[src/irq_pkg.sv]
// constants, register map and carrier types of the prioritized interrupt unit
// assumes a 32-bit axi4-lite register bus and a core that reports its cycles
package irq_pkg;
   localparam int NUM_SRC = 13;
   localparam int ADDR_W = 8;
   // register byte offsets
   localparam logic [7:0] OFS_IRQ_ENABLE = 8'h00;
   localparam logic [7:0] OFS_PRIO_LOW = 8'h04;
   localparam logic [7:0] OFS_PRIO_HIGH = 8'h08;
   localparam logic [7:0] OFS_CTRL = 8'h0C;
   localparam logic [7:0] OFS_FLAGS = 8'h10;
   localparam logic [7:0] OFS_STATUS = 8'h14;
   // control register bit positions
   localparam int CTRL_GLOBAL_EN = 0;
   localparam int CTRL_PF_EN = 1;
   localparam int CTRL_WD_RESET_EN = 2;
   localparam int CTRL_EXT0_EDGE = 3;
   localparam int CTRL_EXT1_EDGE = 4;
   // flag register bit positions
   localparam int FLG_EXT0 = 0;
   localparam int FLG_TMR0 = 1;
   localparam int FLG_EXT1 = 2;
   localparam int FLG_TMR1 = 3;
   localparam int FLG_RX0 = 4;
   localparam int FLG_TX0 = 5;
   localparam int FLG_TMR2 = 6;
   localparam int FLG_TMR2_EXT = 7;
   localparam int FLG_RX1 = 8;
   localparam int FLG_TX1 = 9;
   localparam int FLG_EXT2 = 10;
   localparam int FLG_WDOG = 14;
   localparam int FLG_PF = 15;
   // reset values
   localparam logic [11:0] RST_ENABLE = 12'h000;
   localparam logic [11:0] RST_PRIO = 12'h000;
   localparam logic [4:0] RST_CTRL = 5'h00;
   localparam logic [14:0] RST_FLAGS = 15'h0000;
   // external pins 2 and 4 react to rising edges, the rest to falling
   localparam logic [5:0] EXT_RISING = 6'h14;
   localparam logic [1:0] RESP_OKAY = 2'h0;
   localparam logic [1:0] RESP_SLVERR = 2'h2;
   // source index = natural order, index 0 is power-fail
   localparam logic [NUM_SRC-1:0][7:0] VECTOR_TABLE = {
      8'h63, 8'h5B, 8'h53, 8'h4B, 8'h43, 8'h3B, 8'h2B,
      8'h23, 8'h1B, 8'h13, 8'h0B, 8'h03, 8'h33};

   typedef struct packed {
      logic [ADDR_W-1:0] awaddr;
      logic awvalid;
      logic [31:0] wdata;
      logic [3:0] wstrb;
      logic wvalid;
      logic bready;
      logic [ADDR_W-1:0] araddr;
      logic arvalid;
      logic rready;
   } axil_req_t;

   typedef struct packed {
      logic awready;
      logic wready;
      logic bvalid;
      logic [1:0] bresp;
      logic arready;
      logic rvalid;
      logic [31:0] rdata;
      logic [1:0] rresp;
   } axil_rsp_t;

   typedef struct packed {
      logic final_cycle;
      logic is_return_from_interrupt;
      logic writes_cfg;
   } core_evt_t;

   typedef struct packed {
      logic tmr0_ovf;
      logic tmr1_ovf;
      logic tmr2_ovf;
      logic tmr2_ext;
      logic rx0_done;
      logic tx0_done;
      logic rx1_done;
      logic tx1_done;
      logic wdog_event;
   } periph_evt_t;

   typedef struct packed {
      logic req;
      logic [7:0] vector;
      logic [3:0] source;
   } call_t;

   typedef struct packed {
      logic [5:0] pin_s1;
      logic [5:0] pin_s2;
      logic [5:0] pin_prev;
      logic pf_s1;
      logic pf_s2;
      logic [14:0] flags;
      logic [11:0] enable;
      logic [11:0] prio_lo;
      logic [11:0] prio_hi;
      logic [4:0] ctrl;
      logic cfg_dirty;
      logic [4:0] in_service;
      call_t call;
      logic aw_got;
      logic w_got;
      logic [ADDR_W-1:0] aw_addr;
      logic [31:0] wdata;
      logic [3:0] wstrb;
      axil_rsp_t bus;
   } state_t;
endpackage : irq_pkg

[src/prioritized_interrupt_unit.sv]
// prioritized interrupt unit: flags, arbitration over five levels, vectoring
// assumes a core that flags final cycles, returns and config writes, and
// peripherals that pulse one cycle per completed event on aclk
//
// Added by the designer: register access over AXI4-Lite and the register addresses.
`timescale 1ns/10ps
module prioritized_interrupt_unit (
   input wire logic aclk,
   input wire logic aresetn,
   input wire irq_pkg::axil_req_t axi_req,
   output irq_pkg::axil_rsp_t axi_rsp,
   input wire irq_pkg::core_evt_t core_evt,
   input wire irq_pkg::periph_evt_t periph_evt,
   input wire logic [5:0] ext_pin,
   input wire logic supply_below_warn,
   output irq_pkg::call_t call,
   output logic [4:0] in_service,
   output logic watchdog_reset_enable
);
   import irq_pkg::*;

   state_t s;
   state_t next_s;

   function automatic logic [31:0] merge_bytes(input logic [31:0] old,
                                               input logic [31:0] data,
                                               input logic [3:0] strb);
      logic [31:0] r;
      r = old;
      for (int b = 0; b < 4; b++) begin
         if (strb[b]) begin
            r[8*b +: 8] = data[8*b +: 8];
         end
      end
      return r;
   endfunction : merge_bytes

   // level code plus one, zero means nothing in service
   function automatic logic [2:0] top_level(input logic [4:0] isv);
      logic [2:0] r;
      r = 3'h0;
      for (int l = 0; l < 5; l++) begin
         if (isv[l]) begin
            r = 3'(l + 1);
         end
      end
      return r;
   endfunction : top_level

   logic [NUM_SRC-1:0] src_req;
   logic [5:0] rise;
   logic [5:0] fall;
   logic [5:0] edge_hit;
   logic [2:0] isv_top;
   logic [2:0] best;
   logic [3:0] sel;
   logic [2:0] cand;
   logic gate;
   logic take;
   logic aw_fire;
   logic w_fire;
   logic ar_fire;
   logic do_write;
   logic [ADDR_W-1:0] wa;
   logic [31:0] rd;
   logic rd_ok;
   logic [14:0] flag_set;
   logic [14:0] flag_clr;
   logic [31:0] merged;
   logic [31:0] old_word;

   always_comb begin
      next_s = s;
      // pin edges are taken only from the second synchroniser stage
      rise = s.pin_s2 & ~s.pin_prev;
      fall = ~s.pin_s2 & s.pin_prev;
      edge_hit = (rise & EXT_RISING) | (fall & ~EXT_RISING);

      // request per source in natural order
      gate = s.ctrl[CTRL_GLOBAL_EN];
      src_req[0] = s.pf_s2 & s.ctrl[CTRL_PF_EN];
      src_req[1] = s.flags[FLG_EXT0];
      src_req[2] = s.flags[FLG_TMR0];
      src_req[3] = s.flags[FLG_EXT1];
      src_req[4] = s.flags[FLG_TMR1];
      src_req[5] = s.flags[FLG_RX0] | s.flags[FLG_TX0];
      src_req[6] = s.flags[FLG_TMR2] | s.flags[FLG_TMR2_EXT];
      src_req[7] = s.flags[FLG_RX1] | s.flags[FLG_TX1];
      for (int i = 0; i < 4; i++) begin
         src_req[8 + i] = s.flags[FLG_EXT2 + i];
      end
      src_req[12] = s.flags[FLG_WDOG];
      for (int i = 1; i < NUM_SRC; i++) begin
         src_req[i] = src_req[i] & s.enable[i-1] & gate;
      end

      // arbitration: highest level wins, lower index on a tie
      isv_top = top_level(s.in_service);
      best = 3'h0;
      sel = 4'h0;
      for (int i = NUM_SRC - 1; i >= 0; i--) begin
         cand = (i == 0) ? 3'h5 : {1'b0, s.prio_hi[i-1], s.prio_lo[i-1]} + 3'h1;
         if (src_req[i] && cand > isv_top && cand >= best) begin
            best = cand;
            sel = 4'(i);
         end
      end
      take = core_evt.final_cycle && !core_evt.is_return_from_interrupt
             && !core_evt.writes_cfg && !s.cfg_dirty
             && best != 3'h0;

      // one-cycle call strobe, the core spends three cycles on the call
      next_s.call.req = take;
      if (take) begin
         next_s.call.vector = VECTOR_TABLE[sel];
         next_s.call.source = sel;
      end

      // in-service tracking
      if (core_evt.final_cycle && core_evt.is_return_from_interrupt && isv_top != 3'h0) begin
         next_s.in_service[isv_top - 3'h1] = 1'b0;
      end
      if (take) begin
         next_s.in_service[best - 3'h1] = 1'b1;
      end
      if (core_evt.final_cycle) begin
         next_s.cfg_dirty = 1'b0;
      end

      // hardware flag sources
      flag_set = '0;
      flag_set[FLG_EXT0] = edge_hit[0] & s.ctrl[CTRL_EXT0_EDGE];
      flag_set[FLG_EXT1] = edge_hit[1] & s.ctrl[CTRL_EXT1_EDGE];
      flag_set[FLG_TMR0] = periph_evt.tmr0_ovf;
      flag_set[FLG_TMR1] = periph_evt.tmr1_ovf;
      flag_set[FLG_TMR2] = periph_evt.tmr2_ovf;
      flag_set[FLG_TMR2_EXT] = periph_evt.tmr2_ext;
      flag_set[FLG_RX0] = periph_evt.rx0_done;
      flag_set[FLG_TX0] = periph_evt.tx0_done;
      flag_set[FLG_RX1] = periph_evt.rx1_done;
      flag_set[FLG_TX1] = periph_evt.tx1_done;
      for (int i = 0; i < 4; i++) begin
         flag_set[FLG_EXT2 + i] = edge_hit[2 + i];
      end
      flag_set[FLG_WDOG] = periph_evt.wdog_event;
      flag_clr = '0;
      if (take) begin
         flag_clr[FLG_TMR0] = (sel == 4'h2);
         flag_clr[FLG_TMR1] = (sel == 4'h4);
         flag_clr[FLG_EXT0] = (sel == 4'h1) & s.ctrl[CTRL_EXT0_EDGE];
         flag_clr[FLG_EXT1] = (sel == 4'h3) & s.ctrl[CTRL_EXT1_EDGE];
      end

      // bus write channel
      aw_fire = axi_req.awvalid & s.bus.awready;
      w_fire = axi_req.wvalid & s.bus.wready;
      if (aw_fire) begin
         next_s.aw_got = 1'b1;
         next_s.aw_addr = axi_req.awaddr;
      end
      if (w_fire) begin
         next_s.w_got = 1'b1;
         next_s.wdata = axi_req.wdata;
         next_s.wstrb = axi_req.wstrb;
      end
      if (s.bus.bvalid && axi_req.bready) begin
         next_s.bus.bvalid = 1'b0;
      end
      do_write = s.aw_got & s.w_got & ~s.bus.bvalid;
      wa = {s.aw_addr[ADDR_W-1:2], 2'b00};
      case (wa)
         OFS_IRQ_ENABLE: old_word = {20'h00000, s.enable};
         OFS_PRIO_LOW: old_word = {20'h00000, s.prio_lo};
         OFS_PRIO_HIGH: old_word = {20'h00000, s.prio_hi};
         OFS_CTRL: old_word = {27'h0000000, s.ctrl};
         OFS_FLAGS: old_word = {17'h00000, s.flags};
         default: old_word = 32'h00000000;
      endcase
      merged = merge_bytes(old_word, s.wdata, s.wstrb);
      if (do_write) begin
         next_s.aw_got = 1'b0;
         next_s.w_got = 1'b0;
         next_s.bus.bvalid = 1'b1;
         next_s.bus.bresp = RESP_OKAY;
         case (wa)
            OFS_IRQ_ENABLE: begin
               next_s.enable = merged[11:0];
               next_s.cfg_dirty = 1'b1;
            end
            OFS_PRIO_LOW: begin
               next_s.prio_lo = merged[11:0];
               next_s.cfg_dirty = 1'b1;
            end
            OFS_PRIO_HIGH: begin
               next_s.prio_hi = merged[11:0];
               next_s.cfg_dirty = 1'b1;
            end
            OFS_CTRL: begin
               next_s.ctrl = merged[4:0];
               next_s.cfg_dirty = 1'b1;
            end
            OFS_FLAGS: next_s.flags = merged[14:0];
            OFS_STATUS: ;
            default: next_s.bus.bresp = RESP_SLVERR;
         endcase
      end
      // hardware events land after the software value so none is lost
      next_s.flags = (next_s.flags & ~flag_clr) | flag_set;
      // level-mode pins are not latched: the flag is the inverted synchronised pin
      if (!s.ctrl[CTRL_EXT0_EDGE]) begin
         next_s.flags[FLG_EXT0] = ~s.pin_s2[0];
      end
      if (!s.ctrl[CTRL_EXT1_EDGE]) begin
         next_s.flags[FLG_EXT1] = ~s.pin_s2[1];
      end
      next_s.bus.awready = ~next_s.aw_got;
      next_s.bus.wready = ~next_s.w_got;

      // bus read channel
      ar_fire = axi_req.arvalid & s.bus.arready;
      rd_ok = 1'b1;
      case ({axi_req.araddr[ADDR_W-1:2], 2'b00})
         OFS_IRQ_ENABLE: rd = {20'h00000, s.enable};
         OFS_PRIO_LOW: rd = {20'h00000, s.prio_lo};
         OFS_PRIO_HIGH: rd = {20'h00000, s.prio_hi};
         OFS_CTRL: rd = {27'h0000000, s.ctrl};
         OFS_FLAGS: rd = {16'h0000, s.pf_s2, s.flags};
         OFS_STATUS: rd = {20'h00000, s.call.source, 3'h0, s.in_service};
         default: begin
            rd = 32'h00000000;
            rd_ok = 1'b0;
         end
      endcase
      if (s.bus.rvalid && axi_req.rready) begin
         next_s.bus.rvalid = 1'b0;
      end
      if (ar_fire) begin
         next_s.bus.rvalid = 1'b1;
         next_s.bus.rdata = rd;
         next_s.bus.rresp = rd_ok ? RESP_OKAY : RESP_SLVERR;
      end
      next_s.bus.arready = ~next_s.bus.rvalid;

      // synchronisers for pins and comparator
      next_s.pin_s1 = ext_pin;
      next_s.pin_s2 = s.pin_s1;
      next_s.pin_prev = s.pin_s2;
      next_s.pf_s1 = supply_below_warn;
      next_s.pf_s2 = s.pf_s1;
   end

   always_ff @(posedge aclk) begin
      if (!aresetn) begin
         s <= '0;
         s.pin_s1 <= 6'h3F;
         s.pin_s2 <= 6'h3F;
         s.pin_prev <= 6'h3F;
         s.flags <= RST_FLAGS;
         s.enable <= RST_ENABLE;
         s.prio_lo <= RST_PRIO;
         s.prio_hi <= RST_PRIO;
         s.ctrl <= RST_CTRL;
      end else begin
         s <= next_s;
      end
   end

   assign axi_rsp = s.bus;
   assign call = s.call;
   assign in_service = s.in_service;
   // the watchdog reset path stays independent of the interrupt flag
   assign watchdog_reset_enable = s.ctrl[CTRL_WD_RESET_EN];
endmodule : prioritized_interrupt_unit

[config.mk]
export PLATFORM = sky130hd
export DESIGN_NAME = prioritized_interrupt_unit
export DESIGN_NICKNAME = d
export VERILOG_FILES = /design/src/irq_pkg.sv /design/src/prioritized_interrupt_unit.sv
export SDC_FILE = /design/constraint.sdc
export NUM_CORES = 1
export LEC_CHECK = 0
export BUFFER_PORTS_ARGS = -buffer_cell sky130_fd_sc_hd__buf_2
export CAP_MARGIN = 20
export CORE_MARGIN = 3
export CORE_UTILIZATION = 50
export DETAILED_ROUTE_END_ITERATION = 8
export PLACE_DENSITY = 0.72
export SYNTH_ARGS = -nofsm -noshare
export SYNTH_HDL_FRONTEND = slang
export SYNTH_SLANG_ARGS = --single-unit
[constraint.sdc]
create_clock -name aclk -period 17.32 [get_ports aclk]
set_clock_uncertainty 0.1 [all_clocks]
set_input_delay 1.732 -clock aclk [delete_from_list [all_inputs] [get_ports aclk]]
set_output_delay 1.732 -clock aclk [all_outputs]
set_load 0.01 [all_outputs]
==> Yosys cells after proc, flatten, opt, wreduce, memory -nomap -nowiden <==
Memory sizes are Yosys's and may differ from the RTL's. A register that Yosys moved wholly into a read port is not among the register bits.
Cells that the tools add are included.
{ "word_totals": {"reg_bits": 155, "inputBits": 78, "out_inout_bits": 60, "n_memories": 1, "elab_cells": 254, "romBits": 128} }
{ "op_classes": {"eq_ne": 14, "n_mux": 62, "order_cmp": 30, "addsub": 14, "n_bitwise": 54, "n_reduce_logical": 52} }
{ "memory_table": {"columns": ["name", "depth", "word_bits", "read_ports", "rd_ports_with_merged_regs", "write_ports", "line", "rtl"], "rows": [
  ["(name not given)", 16, 8, 1, 1, 0, "prioritized_interrupt_unit.sv:115", "next_s.call.vector = VECTOR_TABLE[sel];"]
]} }
{ "ops": {"columns": ["operator", "count"], "rows": [
  ["one-hot mux 16 bit (6 select lines)", 1],
  ["one-hot mux 15 bit (4 select lines)", 1],
  ["two-way mux 57 bit", 1],
  ["two-way mux 4 bit", 14],
  ["two-way mux 3 bit", 16],
  ["adder 2 x 1 -> 3 bit (second input constant)", 12],
  ["greater-than comparator 3 bit", 12],
  ["logical AND 1 bit", 36],
  ["two-way mux 12 bit", 3],
  ["two-way mux 35 bit", 1],
  ["bitwise AND 1 bit", 34],
  [">= comparator 3 bit", 11],
  ["equality test 6 x 2 -> 1 bit (second input constant)", 4],
  ["equality test 6 x 3 -> 1 bit (second input constant)", 4],
  ["bitwise AND 15 bit", 1],
  ["two-way mux 15 bit", 1],
  ["two-way mux 5 bit", 3],
  ["NOT 4 -> 15 bit", 1],
  ["bitwise OR 15 bit", 1],
  ["equality test 6 x 1 -> 1 bit (second input constant)", 2],
  ["zero test 6 bit", 2],
  ["two-way mux 1 bit", 12],
  ["OR reduction 6 bit", 2],
  ["bitwise AND 5 bit", 2],
  ["24 further kinds", 49]
]} }

==> Depth between registers and ports, before layout <==
Gate-level depths: netlist of the first run.
{ "depth": {"depth_word": 52, "depth_mapped": 98, "ltp_nobuf": 97} }

==> Least setup slack after synthesis of the first run <==
No wires, ideal clock.
{ "synth_timing": {"kind": "register -> register", "start": "register s, in the netlist in_service[1]", "end": "register, netlist name call[10]", "synth_period_minus_slack_ps": 16741, "setup_ps": 70, "path_buffers": 2, "slack_ps": 579, "t_arrival_ps": 16571, "t_required_ps": 17150, "path_stages_with_launch": 91, "path_cell_list": "dfxtp_1 inv_1 a21oi_1 nor2_1 or2_2 ha_1 and3_1 o31ai_1 nand2_1 nor2_1 ha_1 nor2b_1 o21ai_0 nand4_1 nor2_1 o31ai_1 ha_1 nor2b_1 [55 not listed] o21ai_0 buf_2 mux2i_1 ha_1 nand2b_1 a21o_1 a21oi_1 a311oi_1 o21a_1 nor3_2 a211oi_4 a211o_1 ha_1 ha_1 or4_1 clkbuf_1 or3_1 a21boi_1"} }
{ "synth_between": {"elab_chain_cells": 46, "elab_cells_between_ends": 83, "classes_between": "order compare: 25; mux: 30; reduce/logical: 28"} }
{ "synth_rtl": {"columns": ["item", "line", "rtl"], "rows": [
  ["from (decl)", "prioritized_interrupt_unit.sv:22", "state_t s;"],
  ["from (signal assigned)", "prioritized_interrupt_unit.sv:264", "s <= next_s;"],
  ["two-way mux 2 bit * (2 in a row)", "prioritized_interrupt_unit.sv:43", "if (isv[l]) begin"],
  ["two-way mux 3 bit * (2 in a row)", "prioritized_interrupt_unit.sv:43", null],
  ["greater-than comparator 3 bit", "prioritized_interrupt_unit.sv:103", "if (src_req[i] && cand > isv_top && cand >= best) begin"],
  ["logical AND 1 bit (2 in a row)", "prioritized_interrupt_unit.sv:103", null],
  ["two-way mux 3 bit", "prioritized_interrupt_unit.sv:103", null],
  [">= comparator 3 bit", "prioritized_interrupt_unit.sv:103", null],
  ["logical AND 1 bit", "prioritized_interrupt_unit.sv:103", null],
  ["two-way mux 3 bit", "prioritized_interrupt_unit.sv:103", null],
  ["[27 not listed]", null, null],
  [">= comparator 3 bit", "prioritized_interrupt_unit.sv:103", null],
  ["logical AND 1 bit", "prioritized_interrupt_unit.sv:103", null],
  ["two-way mux 3 bit", "prioritized_interrupt_unit.sv:103", null],
  [">= comparator 3 bit", "prioritized_interrupt_unit.sv:103", null],
  ["logical AND 1 bit", "prioritized_interrupt_unit.sv:103", null],
  ["two-way mux 3 bit", "prioritized_interrupt_unit.sv:103", null],
  ["nonzero test 3 bit", "prioritized_interrupt_unit.sv:110", "&& best != 3'h0;"],
  ["logical AND 1 bit", "prioritized_interrupt_unit.sv:110", null]
]} }
Mark *: on every way between the ends. The rest lies on a longest branch, timed or not.
A chain may end at the register's enable or synchronous reset.

==> Final worst setup path of the first run <==
{ "layout_timing": {"start": "register s, in the netlist in_service[1]", "end": "register, netlist name call[10]"} }
{ "layout_between": {"elab_chain_cells": 46, "elab_cells_between_ends": 83, "classes_between": "order compare: 25; mux: 30; reduce/logical: 28"} }
{ "layout_rtl": {"columns": ["item", "line"], "rows": [
  ["two-way mux 2 bit * (2 in a row)", "prioritized_interrupt_unit.sv:43"],
  ["two-way mux 3 bit * (2 in a row)", "prioritized_interrupt_unit.sv:43"],
  ["greater-than comparator 3 bit", "prioritized_interrupt_unit.sv:103"],
  ["logical AND 1 bit (2 in a row)", "prioritized_interrupt_unit.sv:103"],
  ["two-way mux 3 bit", "prioritized_interrupt_unit.sv:103"],
  [">= comparator 3 bit", "prioritized_interrupt_unit.sv:103"],
  ["logical AND 1 bit", "prioritized_interrupt_unit.sv:103"],
  ["two-way mux 3 bit", "prioritized_interrupt_unit.sv:103"],
  ["[27 not listed]", null],
  [">= comparator 3 bit", "prioritized_interrupt_unit.sv:103"],
  ["logical AND 1 bit", "prioritized_interrupt_unit.sv:103"],
  ["two-way mux 3 bit", "prioritized_interrupt_unit.sv:103"],
  [">= comparator 3 bit", "prioritized_interrupt_unit.sv:103"],
  ["logical AND 1 bit", "prioritized_interrupt_unit.sv:103"],
  ["two-way mux 3 bit", "prioritized_interrupt_unit.sv:103"],
  ["nonzero test 3 bit", "prioritized_interrupt_unit.sv:110"],
  ["logical AND 1 bit", "prioritized_interrupt_unit.sv:110"]
]} }
Marked as above.

==> impl_metrics.yaml, run 1 <==
run_status:
  status: "complete, no violations"
route:
  routed_wl_mm: 27.74
  drc_errors: 0
  drtIter0Drc: 750
  dr.pass1.iters: 6
  ant_nets: 0
  vias: 8971
  wl_per_cell_um: 18.43
  vias_per_cell: 5.961
timing:
  finalSetupViolations: 0
  fmax_mhz: 59.23
  slew_violations: 0
  hold_violations: 0
  relSlewSlack_pct: 31.54
  whs_ns: 0.3043
  tightest_slew_ns: 1.026
  final.min_clock_period_ns: 16.88
  period_share_pct: 97.49
logic_synthesis:
  yosys_warnings: 0
  syn-cell-area_um2: 9699
  synthCells: 1158
  syn_avg_cell_area_um2: 8.376
  ys_types: 90
  synth-main-ff-cell: "dfxtp_1"
  synth.ff_latch_count: 139
  synth_top_area_cell: "dfxtp_1"
  yosysTopAreaCellShare_pct: 28.69
  synth-edff-count: 0
  yosysSeqAreaShare_pct: 28.69
  ys_top_cells_by_area: "dfxtp_1, ha_1, nand2_1, buf_4, a21boi_0"
  async_flop_share_pct: 0
grt:
  grt_pass1_vias: 8314
  grt.total_usage_pct: 25.11
  grt_max_degree: 86
  antenna_found_initial: 0
  grt_pass1_wl_mm: 43.55
  grt_overflow: 0
worst_hold_path:
  min_path_type: "flop to flop"
clocking:
  htree_levels: 4
  insertion_delay_ns: 0.43
  cts-hold-fix-buffers: 0
  cts_sinks: 139
  path_clk_slew_ns: 0.07
  cts_buffers: 17
  clock_path_buffers: 2
  cts-root-buf: "clkbuf_16"
  tritoncts: "built"
setup_path:
  cp_max_fo: 7
  worst-endpoint-arrival_ns: 17.15
  worstSetupStartpointType: "flop"
  r2r_cells: 89
  reg2reg_slack_ns: 0.44
  crit_type: "flop to flop"
  crit_start: "in_service[1]"
  critPathMostFrequentCell: "ha_1"
  rr_startpoint: "in_service[1]"
  cp-endpoint: "call[10]"
  r2r_end: "call[10]"
  endpoint_kind: "flop"
  critical-path-max-stage-delay_ns: 0.57
  worstPathRequired_ns: 17.59
  cpMaxStageDelayCell: "or4_4"
final_layout:
  num-nets-final: 1379
  antennaDiodeCount: 0
  multi_input_area_um2: 6480
  areaGrowthSynthToFinish_pct: 15.97
  seq_area_um2: 2784
  final_util_pct: 59.54
  n_fill_cell: 1684
  drive_gt1_share_pct: 22.89
floorplan:
  die_height_um: 145.3
  boundaryPins: 138
  die_w_um: 145.3
  num_rows: 50
  core_area_um2: 18890
  die-area_um2: 21110
  start_util_pct: 51.34
power_and_ir_drop:
  fin_total_pwr_mw: 0.7773
  peakVddDrop_uv: 79.05
  p_leak_nw: 4.819
  powerDensity_nw_per_um2: 69.10
place:
  portBuffers: 94
  hpwlAfterDp_mm: 20.03
  gp_congestion: 0.9153
flow_run:
  maxCapViolations: 0
[critical path: cells and delay by family, from the launching register on]
kind / cells / cell delay, ns
buffers and inverters: 4 / 0.49
multiplexers: 1 / 0.34
AND/OR/NAND/NOR: 32 / 5.48
adder cells (fa/ha/maj): 14 / 3.71
flip-flops: 1 / 0.34
AO/OA/AOI/OAI: 38 / 6.32
[cells in the mapped netlist (all sizes together), types with 3 or more instances]
| library cell | count |
|---|---|
| a2111o | 3 |
| a211o | 3 |
| a211oi | 10 |
| a21boi | 43 |
| a21o | 9 |
| a21oi | 58 |
| a221o | 14 |
| a221oi | 13 |
| a22o | 7 |
| a311oi | 6 |
| a31o | 4 |
| a31oi | 13 |
| a32oi | 3 |
| and2 | 19 |
| and3 | 12 |
| buf | 68 |
| clkbuf | 46 |
| dfxtp | 139 |
| ha | 69 |
| inv | 34 |
| maj3 | 3 |
| mux2 | 16 |
| mux2i | 25 |
| mux4 | 5 |
| nand2 | 151 |
| nand2b | 43 |
| nand3 | 36 |
| nand3b | 6 |
| nor2 | 66 |
| nor2b | 27 |
| nor3 | 13 |
| nor4 | 5 |
| o2111ai | 6 |
| o211a | 30 |
| o211ai | 17 |
| o21a | 24 |
| o21ai | 47 |
| o221ai | 3 |
| o22ai | 5 |
| o31ai | 8 |
| o41ai | 3 |
| or2 | 6 |
| or3 | 3 |
| xnor2 | 6 |
[registers in the layout, indices dropped and copies added, names as in the netlist]
register               count
watchdog_reset_enable      1
gate                       1
s                         87
call                       9
next_s                    13
axi_rsp                   23
in_service                 5
[cells in the final DEF (no fill, tap or decap), types with 14 or more instances in the layout]
master and n:
o211ai_1 16, dfxtp_1 138, a21oi_1 51, a221o_1 14
inv_1 32, nand2_1 150, a21boi_0 40, mux2_2 15
o211a_1 30, nand2b_1 38, o21a_1 22, nor2_1 57
clkbuf_16 17, nor2b_1 26, mux2i_1 25, and2_1 19
o21ai_0 33, nand3_1 36, buf_4 55, conb_1 20
buf_2 93, ha_1 66
[timing repair]
action,in CTS,in global routing
gates resized for setup,2,71
gates cloned,0,0
pin swaps,0,35
buffers inserted,0,15
setup endpoints to repair,9,18
[area by class of cell]
type                       count  area share [%]
clock buffer                  18           3.904
inverter                      35           1.301
tap                          260           2.892
multi-input combinational    889           57.61
clock inverter                14           1.535
timing repair buffer         150           8.009
sequential                   139           24.75
[routing by layer]
layer	up-vias	share of wire [%]	track usage [%]
met3	57	6.5	4.934
met4	0	2.6	8.500
li1	4311	-	-
met5	-	0	0
met1	4265	44	33.97
met2	338	47	40.22
[worst min-delay path by stage]
stage / startpoint / to / slack [ns] / cells past startpoint
after global routing: next_s[173] / next_s[167] / 0.32 / 1
after detailed placement: next_s[173] / next_s[167] / 0.29 / 1
final: next_s[175] / next_s[169] / 0.30 / 1
after floorplan: next_s[170] / next_s[164] / 0.29 / 1
after global placement: next_s[174] / next_s[168] / 0.29 / 1
after CTS: next_s[173] / next_s[167] / 0.31 / 1
[per-stage QoR]
stage / instance area [µm²] / setup TNS (ns) / std cells / setup slack (ns)
after global placement: 10240 / 0 / 1458 / 0.2575
after detailed placement: 10240 / -0.2069 / 1458 / -0.08853
after floorplan: 9771 / 0 / 1177 / 0.5786
after CTS: 10860 / 0 / 1490 / 0.01254
after global routing: 11250 / -2.780 / 1505 / -0.3206
final: 11250 / 0 / 1505 / 0.4355
[cell families (layout without fill, tap and decap cells)]
logic type,count (synthesis),after routing,synth area share (%)
XOR/XNOR,6,6,0.5418
flip-flops,139,139,28.69
other,1,20,0.03866
adder cells (fa/ha/maj),72,72,9.223
AO/OA/AOI/OAI,346,346,27.36
AND/OR/NAND/NOR,399,399,20.18
buffers and inverters,149,217,8.372
multiplexers,46,46,5.599
[where the power goes]
| part | internal, mW | switching, mW |
|---|---|---|
| Sequential | 0.329 | 0.00876 |
| Clock | 0.222 | 0.163 |
| Combinational | 0.0218 | 0.0331 |
Note: power is estimated with default switching activity, not from simulation.
==> inputs of run 2 (changes only) <==
--- a/config.mk
+++ b/config.mk
@@ -9,6 +9,7 @@
 export CAP_MARGIN = 20
 export CORE_MARGIN = 3
 export CORE_UTILIZATION = 50
+export CTS_BUF_LIST = sky130_fd_sc_hd__clkbuf_2 sky130_fd_sc_hd__clkbuf_4 sky130_fd_sc_hd__clkbuf_8
 export DETAILED_ROUTE_END_ITERATION = 8
 export PLACE_DENSITY = 0.72
 export SYNTH_ARGS = -nofsm -noshare
==> run 2 against run 1 <==
Effect of this change:
- fmax fell by 0.20%
- clock-buffer cell count did not move
- sequential cell count did not move
- setup slack got worse by 0.033 ns
- first-iteration DRC count rose by 1.7%
- worst hold slack improved by 0.0038 ns
- routed wire length fell by 1.2%
- critical path type unchanged
- largest cell class unchanged
==> impl_metrics.yaml, run 2 (synthesis gave the netlist of run 1 again) <==
run_status:
  status: "complete, no violations"
clocking:
  insertion_delay_ns: 0.46
  cts-root-buf: "clkbuf_8"
  path_clk_slew_ns: 0.09
  clock_path_buffers: 2
  cts_buffers: 17
  cts_sinks: 139
  htree_levels: 4
  tritoncts: "built"
timing:
  whs_ns: 0.3081
  relSlewSlack_pct: 31.65
  hold_violations: 0
  tightest_slew_ns: 1.024
  fmax_mhz: 59.11
  finalSetupViolations: 0
  slew_violations: 0
  worst_slack_ns: 0.4022
  final.min_clock_period_ns: 16.92
  period_share_pct: 97.68
flow_run:
  maxCapViolations: 0
floorplan:
  die-area_um2: 21110
  die_height_um: 145.3
  core_area_um2: 18890
  die_w_um: 145.3
  num_rows: 50
  boundaryPins: 138
  start_util_pct: 51.34
place:
  dp_worst_setup_slack_ns: -0.08853
  portBuffers: 94
  gp_congestion: 0.9153
  hpwlAfterDp_mm: 20.03
  placed_cells: 1458
power_and_ir_drop:
  peakVddDrop_uv: 57.74
  powerDensity_nw_per_um2: 61.41
  p_leak_nw: 4.724
route:
  vias_per_cell: 5.957
  drc_errors: 0
  ant_nets: 0
  wl_per_cell_um: 18.22
  drtIter0Drc: 763
  dr.pass1.iters: 8
  routed_wl_mm: 27.39
  vias: 8954
setup_path:
  critical-path-max-stage-delay_ns: 0.57
  endpoint_kind: "flop"
  worstPathRequired_ns: 17.61
  cp_top_family: "compound AO/OA/AOI/OAI gates"
  worst-endpoint-arrival_ns: 17.21
  cpMaxStageDelayCell: "or4_4"
  worstSetupStartpointType: "flop"
  cp_max_fo: 7
  path_buf_inv: 4
  crit_type: "flop to flop"
  critPathMostFrequentCell: "ha_1"
final_layout:
  layout_common_cells: "nand2_1, dfxtp_1, buf_2"
  regMostFlops: "s"
  largest_register_ffs: 87
  layout.cells.non_filler: 1503
  antennaDiodeCount: 0
  areaGrowthSynthToFinish_pct: 13.88
  final_common_cell: "nand2_1"
  n_fill_cell: 1720
  drive_gt1_share_pct: 22.85
  num-nets-final: 1377
worst_hold_path:
  min_path_type: "flop to flop"
grt:
  grt_overflow: 0
  grt_max_degree: 86
  antenna_found_initial: 0
  grt_pass1_vias: 8273
  grt.total_usage_pct: 24.88
  grt_pass1_wl_mm: 43.26
[run 2: cell types whose count changed in the layout (fill, tap and decap cells not counted), sizes merged]
cell,change
buf,-2
[run 2: layout make-up]
class                           count  area [µm²]  share of cell area [%]
Clock inverter                     14       172.7                   1.563
Inverter                           35       146.4                   1.325
Sequential cell                   139        2784                   25.20
Timing Repair Buffer              148       885.9                   8.020
Clock buffer                       18       247.7                   2.243
Tap cell                          260       325.3                   2.945
Multi-Input combinational cell    889        6484                   58.70
[run 2: stage by stage]
stage	util [%]	area [µm²]	total power [mW]	TNS (ns)
after global routing	58.46	11050	0.7073	-3.968
after detailed placement	54.21	10240	0.3980	-0.2069
after global placement	54.21	10240	0.3974	0
after CTS	56.46	10670	0.6819	0
final	58.46	11050	0.6783	0
after floorplan	-	9771	0.3841	0
[run 2: final timing paths]
check	start	endpoint	slack, ns	cells past startpoint
hold reg to reg	next_s[175]	next_s[169]	0.31	1
hold / removal	next_s[175]	next_s[169]	0.31	1
setup reg to reg	in_service[1]	call[10]	0.40	89
setup / recovery	in_service[1]	call[10]	0.40	89
[run 2: power by group]
part | total [mW] | internal (mW) | switching [mW] | leakage [nW]
Sequential | 0.337 | 0.328 | 0.00877 | 1.13
Clock | 0.286 | 0.138 | 0.148 | 0.209
Combinational | 0.0547 | 0.0218 | 0.0329 | 3.38
Total | 0.678 | 0.488 | 0.190 | 4.72
[run 2: routing by layer]
metal | vias up | global-route usage (%) | wire [µm]
met4 | 0 | 7.740 | 607
met5 | - | 0 | 0
met1 | 4245 | 34.05 | 12260
met3 | 49 | 4.466 | 1757
met2 | 353 | 40.01 | 12760
li1 | 4307 | - | -
[run 2: timing repair]
action,4_1_cts,5_1_grt
buffers inserted,0,13
hold buffers,0,0
pin swaps,0,34
setup endpoints to repair,9,18
gates resized for setup,2,72
gates cloned,0,0
==> inputs of run 3 (changes only) <==
--- a/config.mk
+++ b/config.mk
@@ -5,13 +5,14 @@
 export SDC_FILE = /design/constraint.sdc
 export NUM_CORES = 1
 export LEC_CHECK = 0
+export ABC_AREA = 1
 export BUFFER_PORTS_ARGS = -buffer_cell sky130_fd_sc_hd__buf_2
 export CAP_MARGIN = 20
 export CORE_MARGIN = 3
 export CORE_UTILIZATION = 50
 export CTS_BUF_LIST = sky130_fd_sc_hd__clkbuf_2 sky130_fd_sc_hd__clkbuf_4 sky130_fd_sc_hd__clkbuf_8
 export DETAILED_ROUTE_END_ITERATION = 8
-export PLACE_DENSITY = 0.72
+export PLACE_DENSITY_LB_ADDON = 0.1
 export SYNTH_ARGS = -nofsm -noshare
 export SYNTH_HDL_FRONTEND = slang
 export SYNTH_SLANG_ARGS = --single-unit
==> run 3 against run 2 <==
Effect of this change:
- register-to-register slack better by 1.7 ns
- die area down 6.8%
- critical endpoint is now in_service[3]
- critical path depth up 33
- clock-buffer cell count down 1
- routed wire length down 12%
- final area down 12%
==> impl_metrics.yaml, run 3 <==
place:
  portBuffers: 94
  placed_cells: 1534
  hpwlAfterDp_mm: 18.23
  gp_congestion: 0.8957
  dp_worst_setup_slack_ns: 2.111
  post_dp_cell_area_um2: 9290
grt:
  grt.total_usage_pct: 24.32
  grt_pass1_wl_mm: 38.58
  grt_max_degree: 70
  antenna_found_initial: 1
  grt_pass1_vias: 7496
  grt_overflow: 0
floorplan:
  num_rows: 48
  boundaryPins: 138
  die-area_um2: 19670
  core_area_um2: 17480
  die_w_um: 140.2
  start_util_pct: 51.55
  die_height_um: 140.2
power_and_ir_drop:
  fin_total_pwr_mw: 0.6695
  powerDensity_nw_per_um2: 68.95
  p_comb_share_pct: 7.6
  peakVddDrop_uv: 64.12
  p_leak_nw: 4.612
  pwr-share-clk_pct: 42.0
  p_int_mw: 0.4917
  switching_power_mw: 0.1777
  p_seq_share_pct: 50.3
  power.share.switching_pct: 26.54
setup_path:
  cp_top_family: "simple AND/OR/NAND/NOR gates"
  worstPathRequired_ns: 17.61
  critical-path-max-stage-delay_ns: 0.54
  crit_start: "in_service[3]"
  critPathMostFrequentCell: "nand2_1"
  path_buf_inv: 22
  worst-endpoint-arrival_ns: 15.51
  endpoint_kind: "flop"
  rr_startpoint: "in_service[3]"
  cp_max_fo: 20
  crit_type: "flop to flop"
  cpMaxStageDelayCell: "and2_1"
  worstSetupStartpointType: "flop"
logic_synthesis:
  synth-main-ff-cell: "dfxtp_1"
  ys_top_cells_by_area: "dfxtp_1, ha_1, o21ai_0, inv_1, nand2_1"
  synth.most_common_cell: "inv_1"
  async_flop_share_pct: 0
  syn_avg_cell_area_um2: 7.001
  synth_top_area_cell: "dfxtp_1"
  yosysSeqAreaShare_pct: 30.88
  yosysTopAreaCellShare_pct: 30.88
  ys_top_cells_by_count: "inv_1, nand2_1, o21ai_0, dfxtp_1, a21oi_1"
  syn-cell-area_um2: 9010
  synth-edff-count: 0
  synth.ff_latch_count: 139
  synthCells: 1287
  yosys_warnings: 0
  ys_types: 48
timing:
  rsz0062_at_grt: "false"
  finalSetupViolations: 0
  tightest_slew_ns: 1.153
  relSlewSlack_pct: 22.86
  whs_ns: 0.3172
  fmax_mhz: 65.66
  slew_violations: 0
  hold_violations: 0
  worst_slack_ns: 2.090
  fin_tns_setup_ns: 0
  period_share_pct: 87.93
  final.min_clock_period_ns: 15.23
final_layout:
  drive_gt1_share_pct: 16.18
  seq_area_um2: 2783
  final_common_cell: "inv_1"
  areaGrowthSynthToFinish_pct: 7.763
  antennaDiodeCount: 0
  num-nets-final: 1475
  layout.cells.non_filler: 1566
  final_util_pct: 55.56
  final_area_um2: 9709
  regMostFlops: "s"
  multi_input_area_um2: 4931
  n_fill_cell: 1732
  layout_common_cells: "inv_1, nand2_1, o21ai_0"
  largest_register_ffs: 87
route:
  vias: 8233
  ant_nets: 0
  drtIter0Drc: 645
  wl_per_cell_um: 15.42
  drc_errors: 0
  vias_per_cell: 5.257
  dr.pass1.iters: 7
  routed_wl_mm: 24.15
clocking:
  cts-root-buf: "clkbuf_8"
  insertion_delay_ns: 0.45
  htree_levels: 4
  tritoncts: "built"
  cts_buffers: 17
  path_clk_slew_ns: 0.09
  cts-hold-fix-buffers: 0
  clock_path_buffers: 2
  post_cts_resized: 0
  cts_setup_buffers: 0
  cts_sinks: 139
flow_run:
  maxCapViolations: 0
worst_hold_path:
  hp-start: "next_s[170]"
  min_path_type: "flop to flop"
run_status:
  status: "complete, no violations"
## run 3: logic make-up after synthesis
| kind of cell | Yosys count | share of synthesized area [%] |
|---|---|---|
| buffers and inverters | 303 | 15.18 |
| adder cells (fa/ha/maj) | 69 | 9.582 |
| flip-flops | 139 | 30.88 |
| AND/OR/NAND/NOR | 443 | 23.70 |
| AO/OA/AOI/OAI | 332 | 20.61 |
| other | 1 | 0.04162 |
## run 3: cell type report
class	count	share of cell area, %
inverter	205	7.951
tap	225	2.899
multi-input combinational	864	50.79
sequential	139	28.66
clock inverter	15	1.907
clock buffer	17	2.410
timing repair buffer	101	5.387
## run 3: worst paths after layout
check,endpoint,depth (start not counted),slack (ns)
min reg2reg,next_s[164],1,0.32
max,in_service[3],122,2.09
max reg2reg,in_service[3],122,2.09
min,next_s[164],1,0.32
## run 3: power by group through the flow
stage	Combinational (mW)	Clock [mW]	Sequential (mW)
floorplan	0.0380	0	0.342
global placement	0.0499	0	0.344
detailed placement	0.0506	0	0.344
CTS	0.0507	0.285	0.337
global route	0.0573	0.298	0.338
finish	0.0511	0.281	0.337
## run 3: layer usage
layer,global-route usage (%),up-vias,part of all wire [%]
met3,3.858,49,6.6
met5,0,-,0.029
li1,-,4255,-
met4,7.853,2,2.4
met2,37.95,284,44
met1,34.48,3643,47
